[config.mk]
export PLATFORM = sky130hd
export DESIGN_NAME = cdd_control
export DESIGN_NICKNAME = d
export VERILOG_FILES = /design/src/logic/cdd_pkg.sv /design/src/logic/cdd_control.sv
export VERILOG_INCLUDE_DIRS = /design/src /design/src/logic
export SDC_FILE = /design/constraint.sdc
export NUM_CORES = 1
export LEC_CHECK = 0
export BUFFER_PORTS_ARGS = -buffer_cell sky130_fd_sc_hd__buf_2
export CAP_MARGIN = 20
export CORE_AREA = 2 2 39 41
export DETAILED_ROUTE_END_ITERATION = 8
export DIE_AREA = 0 0 41 43
export PLACE_DENSITY = 0.63
export SETUP_SLACK_MARGIN = 0.02
export SYNTH_ARGS = -nofsm -noshare
export SYNTH_HDL_FRONTEND = slang
export SYNTH_SLANG_ARGS = --single-unit
[constraint.sdc]
create_clock -name mclk_i -period 1.3 [get_ports mclk_i]
set_input_delay 0.26 -clock mclk_i [delete_from_list [all_inputs] [get_ports mclk_i]]
set_output_delay 0.26 -clock mclk_i [all_outputs]
set_load 0.05 [all_outputs]
[src/logic/cdd_defines.svh]
`ifndef CDD_DEFINES_SVH
`define CDD_DEFINES_SVH
// Codec address codes.
`define CDD_ADDR_PRI      2'h0
`define CDD_ADDR_SEC      2'h1
`define CDD_ADDR_TER      2'h2
`define CDD_ADDR_TER_ALT  2'h3
// Riser population encodings.
`define CDD_POP_ONE       2'h1
`define CDD_POP_TWO       2'h2
`define CDD_POP_THREE     2'h3
// System reset value of the captured sensed levels.
`define CDD_RST_SENSE     1'h0
`endif

[src/logic/cdd_pkg.sv]
package cdd_pkg;
    typedef enum logic [1:0] {
        CDD_POP_NONE_S  = 2'b00,
        CDD_POP_ONE_S   = 2'b01,
        CDD_POP_TWO_S   = 2'b10,
        CDD_POP_THREE_S = 2'b11
    } cdd_pop_t;
    typedef logic [1:0] cdd_addr_t;
    typedef enum logic [0:0] {
        CDD_ST_RESET = 1'b0,
        CDD_ST_RUN   = 1'b1
    } cdd_state_t;
endpackage

[src/logic/cdd_control.sv]
`include "cdd_defines.svh"
// Function
// - The riser link carries no more than three codecs, so population is one, two or three.
// - A single riser codec moves to the next free address and data line while codec-down enable is low.
// - Two riser codecs both move to the next free addresses on a three-codec controller when the enable is low.
// - While the enable is high, riser codecs keep their primary address and data line.
// - A two-codec riser picks the strong pull-up when data line 2 is not on a three-codec controller, else weak.
// - A three-codec riser always selects the strong pull-up.
// - With the enable high, codecs on lines 0, 1 and 2 take addresses 00b, 01b and 10b or 11b.
// - With the enable low, codecs on lines 0 and 1 take 01b and 10b or 11b and the line 2 codec takes 00b.
// - Addresses and pull-up selection are settled before the link reset rises.
// - The sensed line 2 level passes through during reset and is frozen at its rising edge.
module cdd_control
    import cdd_pkg::*;
(
    input  wire logic      mclk_i,               // System clock, 200 MHz.
    input  wire logic      rst_i,                // Synchronous reset, active high.
    input  wire logic      link_reset_n_i,       // Link reset level, active low.
    input  wire logic      sdata_in2_i,          // Sensed level of data line 2.
    input  wire logic      codec_down_enable_n_i,// Sensed codec-down enable level.
    input  wire cdd_pop_t  pop_i,                // Build-time riser population strap.
    input  wire logic      alt_ter_i,            // Build-time choice of 11b for the third address.
    output logic           strong_pullup_o,      // Close the 1 kohm switch.
    output cdd_addr_t      addr0_o,              // Address of riser codec 0.
    output cdd_addr_t      addr1_o,              // Address of riser codec 1.
    output cdd_addr_t      addr2_o,              // Address of riser codec 2.
    output logic [1:0]     line0_o,              // Data line used by riser codec 0.
    output logic           locked_o              // Selection frozen, link out of reset.
);
    cdd_state_t state;
    logic       sense;
    logic       down_n;
    cdd_pop_t   pop;
    logic       alt;
    logic       in_reset;
    logic       enab_src;
    logic       next_strong;
    cdd_addr_t  next_addr0;
    cdd_addr_t  next_addr1;
    cdd_addr_t  next_addr2;
    logic [1:0] next_line0;
    // Decoded straps and the sensed line 2 level as the output logic sees them.
    logic       pop_one;
    logic       pop_two;
    logic       pop_three;
    logic       line2_src;
    cdd_pop_t   pop_strap;

    // Third address, picked once at build time.
    function automatic cdd_addr_t ter_addr(input logic a);
        ter_addr = a ? `CDD_ADDR_TER_ALT : `CDD_ADDR_TER;
    endfunction

    // The link reset is active low; the capture, the freeze and the lock all key off this decode.
    assign in_reset = ~link_reset_n_i;

    // A blank strap is read as a single codec, so the link never has to serve a fourth one.
    // Straps are captured with the sensed levels, so a rewired strap waits for the next link reset.
    assign pop_strap = (pop_i == CDD_POP_NONE_S) ? CDD_POP_ONE_S : pop_i;

    // Population decode of the captured strap, shared by the pull-up and address paths.
    assign pop_one   = (pop == CDD_POP_ONE_S);
    assign pop_two   = (pop == CDD_POP_TWO_S);
    assign pop_three = (pop == CDD_POP_THREE_S);

    // While the link is held the raw levels steer the outputs, so they are settled long
    // before the release edge; afterwards only the frozen copies are looked at.
    assign enab_src  = in_reset ? codec_down_enable_n_i : down_n;
    assign line2_src = in_reset ? sdata_in2_i : sense;

    // Strong pull-up for three codecs, or for two codecs with line 2 unclaimed (high).
    // A single codec never takes the strong pull-up; it has no third line to guard.
    assign next_strong = pop_three |
                         (pop_two & line2_src);

    // Address map of the riser slots.
    //   Enable high: line 0 at 00b, line 1 at 01b, line 2 at 10b or 11b, codec 0 on line 0.
    //   Enable low:  line 0 at 01b, line 1 at 10b or 11b, line 2 at 00b.
    // A single codec only fills slot 0, so its slot 1 stays parked at 01b when demoted.
    // The map is not sequential; the controller must cope with gaps in the addresses.
    // The third address is a build-time choice and does not follow the enable.
    assign next_addr0 = enab_src ? `CDD_ADDR_PRI : `CDD_ADDR_SEC;
    assign next_addr1 = (enab_src | pop_one) ? `CDD_ADDR_SEC : ter_addr(alt);
    assign next_addr2 = enab_src ? ter_addr(alt) : `CDD_ADDR_PRI;
    // A lone codec hops to the next data line when demoted; with two codecs on the riser
    // line 1 is already taken, so codec 0 stays on line 0 and only its address moves.
    assign next_line0 = (enab_src | ~pop_one) ? 2'h0 : 2'h1;

    // Capture straps and sensed levels at the release edge; a transparent latch is
    // replaced by a clocked capture so the design stays in one clock domain.
    always_ff @(posedge mclk_i) begin
        if (rst_i) begin
            state  <= CDD_ST_RESET;
            sense  <= `CDD_RST_SENSE;
            down_n <= `CDD_RST_SENSE;
            pop    <= CDD_POP_NONE_S;
            alt    <= 1'b0;
        end else if (in_reset) begin
            state  <= CDD_ST_RESET;
            sense  <= sdata_in2_i;
            down_n <= codec_down_enable_n_i;
            pop    <= pop_strap;
            alt    <= alt_ter_i;
        end else begin
            state  <= CDD_ST_RUN;
        end
    end

    // Outputs are registered; they stop changing once the link is released.
    always_ff @(posedge mclk_i) begin
        if (rst_i) begin
            strong_pullup_o <= 1'b0;
            addr0_o         <= `CDD_ADDR_PRI;
            addr1_o         <= `CDD_ADDR_SEC;
            addr2_o         <= `CDD_ADDR_TER;
            line0_o         <= 2'h0;
        end else begin
            case (state)
                CDD_ST_RESET: begin
                    strong_pullup_o <= next_strong;
                    addr0_o         <= next_addr0;
                    addr1_o         <= next_addr1;
                    addr2_o         <= next_addr2;
                    line0_o         <= next_line0;
                end
                CDD_ST_RUN: begin
                    strong_pullup_o <= strong_pullup_o;
                end
                default: begin
                    strong_pullup_o <= 1'b0;
                end
            endcase
        end
    end

    // The selection counts as frozen from the first edge that sees the link released.
    assign locked_o = (state == CDD_ST_RUN);
endmodule // cdd_control

==> impl_metrics.env <==
export IMPL_status="finished, final reports clean"
export IMPL_htreeDepth=1
export IMPL_ys_ff_latch=13
export IMPL_crit_family="flip-flops"
export IMPL_post_dp_hpwl_um=633
export IMPL_die_w_um=41
export IMPL_die_area_um2=1760
export IMPL_combPwrFrac_pct=18.6
export IMPL_avgViaCountPerCell=4.73
export IMPL_critPathLaunchType="flip-flop"
export IMPL_num_vias=402
export IMPL_routedWlPerCell_um=10.3
export IMPL_grt_pass1_wl_um=1400
export IMPL_p_int_mw=0.591
export IMPL_p_sw_share_pct=29.6
export IMPL_grt_pass1_vias=344
export IMPL_synth_simple_area_share_pct=19.6
export IMPL_hp_start="pop_i[1]"
export IMPL_final_setup_viol_count=0
export IMPL_finalInstanceArea_um2=623
export IMPL_layout_commonest_cell="buf_2"
export IMPL_antenna_found_initial=0
export IMPL_worstHoldPathCells=2
export IMPL_worst_r2r_path_depth=3
export IMPL_cp_end_kind="primary output"
export IMPL_grt_max_degree=15
export IMPL_fin_crit_ns=1.17
export IMPL_synth_top_family_by_area="simple AND/OR/NAND/NOR gates"
export IMPL_io_pins=18
export IMPL_clockBufferDepth=2
export IMPL_pwr_share_clk_pct=29.2
export IMPL_grt_usage_pct=12.4
export IMPL_crit_required_ns=1.04
export IMPL_clock_latency_ns=0.27
export IMPL_worstSetupPathDepth=1
export IMPL_dr_first_iter_drc_count=6
export IMPL_worstReg2RegStart="down_n"
export IMPL_hold_class="primary input to flip-flop"
export IMPL_area_growth_pct=20.3
export IMPL_place_area_um2=592
export IMPL_timing_rr_end="addr1_o[1]"
export IMPL_cp_max_fo=13
export IMPL_num_rows=14
export IMPL_grt_overflow=0
export IMPL_hold_path_end="pop[0]"
export IMPL_crit_chain="buf_4"
export IMPL_crit_path_max_incr_delay_ns=0.43
export IMPL_layout_common_cells="14 x buf_2, 12 x dfxtp_1, 6 x mux2i_1, 6 x nor2_1, 5 x nand2_1"
export IMPL_synth_compound_area_share_pct=7.73
export IMPL_cts_tree="yes"
export IMPL_crit_type="flip-flop to primary output"
export IMPL_portBuffers=15
export IMPL_cp_arrival_ns=0.91
export IMPL_max_clock_freq_mhz=854
export IMPL_dieHeight_um=43
export IMPL_diodes=0
export IMPL_layout_worst_path_cycle_share_pct=90.1
export IMPL_hold_buffers=0
export IMPL_routabilityCongestion=0.672
export IMPL_rsz0062_at_grt="no"
export IMPL_fin_cells=85
export IMPL_cts_made_buffers=3
export IMPL_antenna_left=0
export IMPL_mappedNetlistArea_um2=518
export IMPL_avgSynthCellArea_um2=9.77
export IMPL_synth_cell_types=20
export IMPL_finalClockSkew_ns=0.00114
export IMPL_drv_slew=0
export IMPL_muxShareOfSynthArea_pct=14.5
export IMPL_core_area_um2=1380
export IMPL_nNetsFinal=78
export IMPL_dpl_cell_count=81
export IMPL_power_switching_mw=0.248
export IMPL_cts_sinks=13
export IMPL_path_buf_inv=1
export IMPL_setup_tns_ns=0
export IMPL_rrSetupSlack_ns=0.17
export IMPL_first_pass_iters=4
export IMPL_synthAdderAreaFrac_pct=0
export IMPL_path_clk_slew_ns=0.08
export IMPL_power_density_nw_per_um2=1350
export IMPL_cts_root_buf="clkbuf_4"
export IMPL_max_cap_viol_count=0
export IMPL_report_final_hold_viol_count=0
export IMPL_synth_xor_area_share_pct=0
export IMPL_pwr_share_seq_pct=52.2
export IMPL_critPathSlowestCell="dfxtp_4"
export IMPL_syn_inst=53
export IMPL_cts_resized_gates=1
export IMPL_drive_gt1_share_pct=30.4
export IMPL_leakage_nw=0.287
export IMPL_ys_seq_area_share_pct=50.2
export IMPL_peakVddDrop_uv=588
export IMPL_wl_um=877
export IMPL_cts_setup_buffers=0
export IMPL_start_util_pct=37.4
export IMPL_drc=0
export IMPL_yosys_warnings=0
==> sequential cells by signal, summed over array words and instances (netlist names) <==
name,cells
addr1_o,2
addr2_o,2
pop,2
addr0_o,1
alt,1
down_n,1
line0_o,1
locked_o,1
sense,1
strong_pullup_o,1
==> metrics by stage <==
| stage | setup WS (ns) | power, mW | hold WS [ns] | utilization [%] |
|---|---|---|---|---|
| after floorplan | 0.0913 | 0.574 | 0.324 | - |
| after global placement | 0.0807 | 0.603 | 0.443 | 42.8 |
| after detailed placement | 0.0583 | 0.605 | 0.449 | 42.8 |
| after CTS | 0.0514 | 0.847 | 0.188 | 44.8 |
| after global routing | 0.0923 | 0.872 | 0.203 | 45.0 |
| final | 0.128 | 0.839 | 0.189 | 45.0 |
==> cell type report <==
cell class / count / area, um^2
timing repair buffer: 16 / 85.1
multi-input combinational: 35 / 224
fill: 151 / 761
sequential: 13 / 264
inverter: 1 / 3.75
tap: 16 / 20.0
clock buffer: 4 / 26.3
==> layer usage <==
metal / vias to the layer above / GRT usage [%] / wire [um]
met5: - / 0 / 0
met4: 0 / 10.0 / 15
met3: 2 / 3.14 / 50
met2: 11 / 17.8 / 426
met1: 183 / 14.9 / 385
li1: 206 / - / -
==> synth_stat cells <==
| library cell | number | share of area, % |
|---|---|---|
| dfxtp_1 | 13 | 50 |
| clkbuf_1 | 2 | 1.4 |
| nand2b_1 | 1 | 1.2 |
| mux2_4 | 1 | 2.9 |
| conb_1 | 1 | 0.72 |
| nand2_1 | 5 | 3.6 |
| o2bb2ai_1 | 1 | 1.7 |
| o21bai_1 | 1 | 1.4 |
| mux2i_1 | 6 | 12 |
| inv_1 | 1 | 0.72 |
| nor2b_1 | 3 | 3.6 |
| buf_4 | 2 | 2.9 |
| or3_1 | 1 | 1.2 |
| a21oi_1 | 3 | 2.9 |
| nor2_1 | 6 | 4.3 |
| buf_6 | 1 | 2.2 |
| nor4_1 | 1 | 1.2 |
| nand3b_1 | 2 | 2.9 |
| nor3b_1 | 1 | 1.4 |
| a221oi_1 | 1 | 1.7 |
==> worst max path at each step <==
stage              startpoint    endpoint
2_1_floorplan  link_reset_n_i  addr1_o[1]
3_3_place_gp   link_reset_n_i  addr1_o[1]
3_5_place_dp   link_reset_n_i  addr1_o[1]
4_1_cts              locked_o    locked_o
5_1_grt              locked_o    locked_o
6_report             locked_o    locked_o
==> power by group through the flow <==
| stage | Combinational [mW] | Sequential [mW] | Clock (mW) |
|---|---|---|---|
| 2_1_floorplan | 0.0768 | 0.498 | 0 |
| 3_3_place_gp | 0.154 | 0.449 | 0 |
| 3_5_place_dp | 0.156 | 0.449 | 0 |
| 4_1_cts | 0.157 | 0.440 | 0.250 |
| 5_1_grt | 0.168 | 0.443 | 0.262 |
| 6_report | 0.156 | 0.438 | 0.245 |
==> cell families after synthesis <==
logic type,Yosys count
compound gates,6
buf+inv,6
flops,13
mux,7
other cells,1
simple gates,20
(Power assumes the default switching activity.)
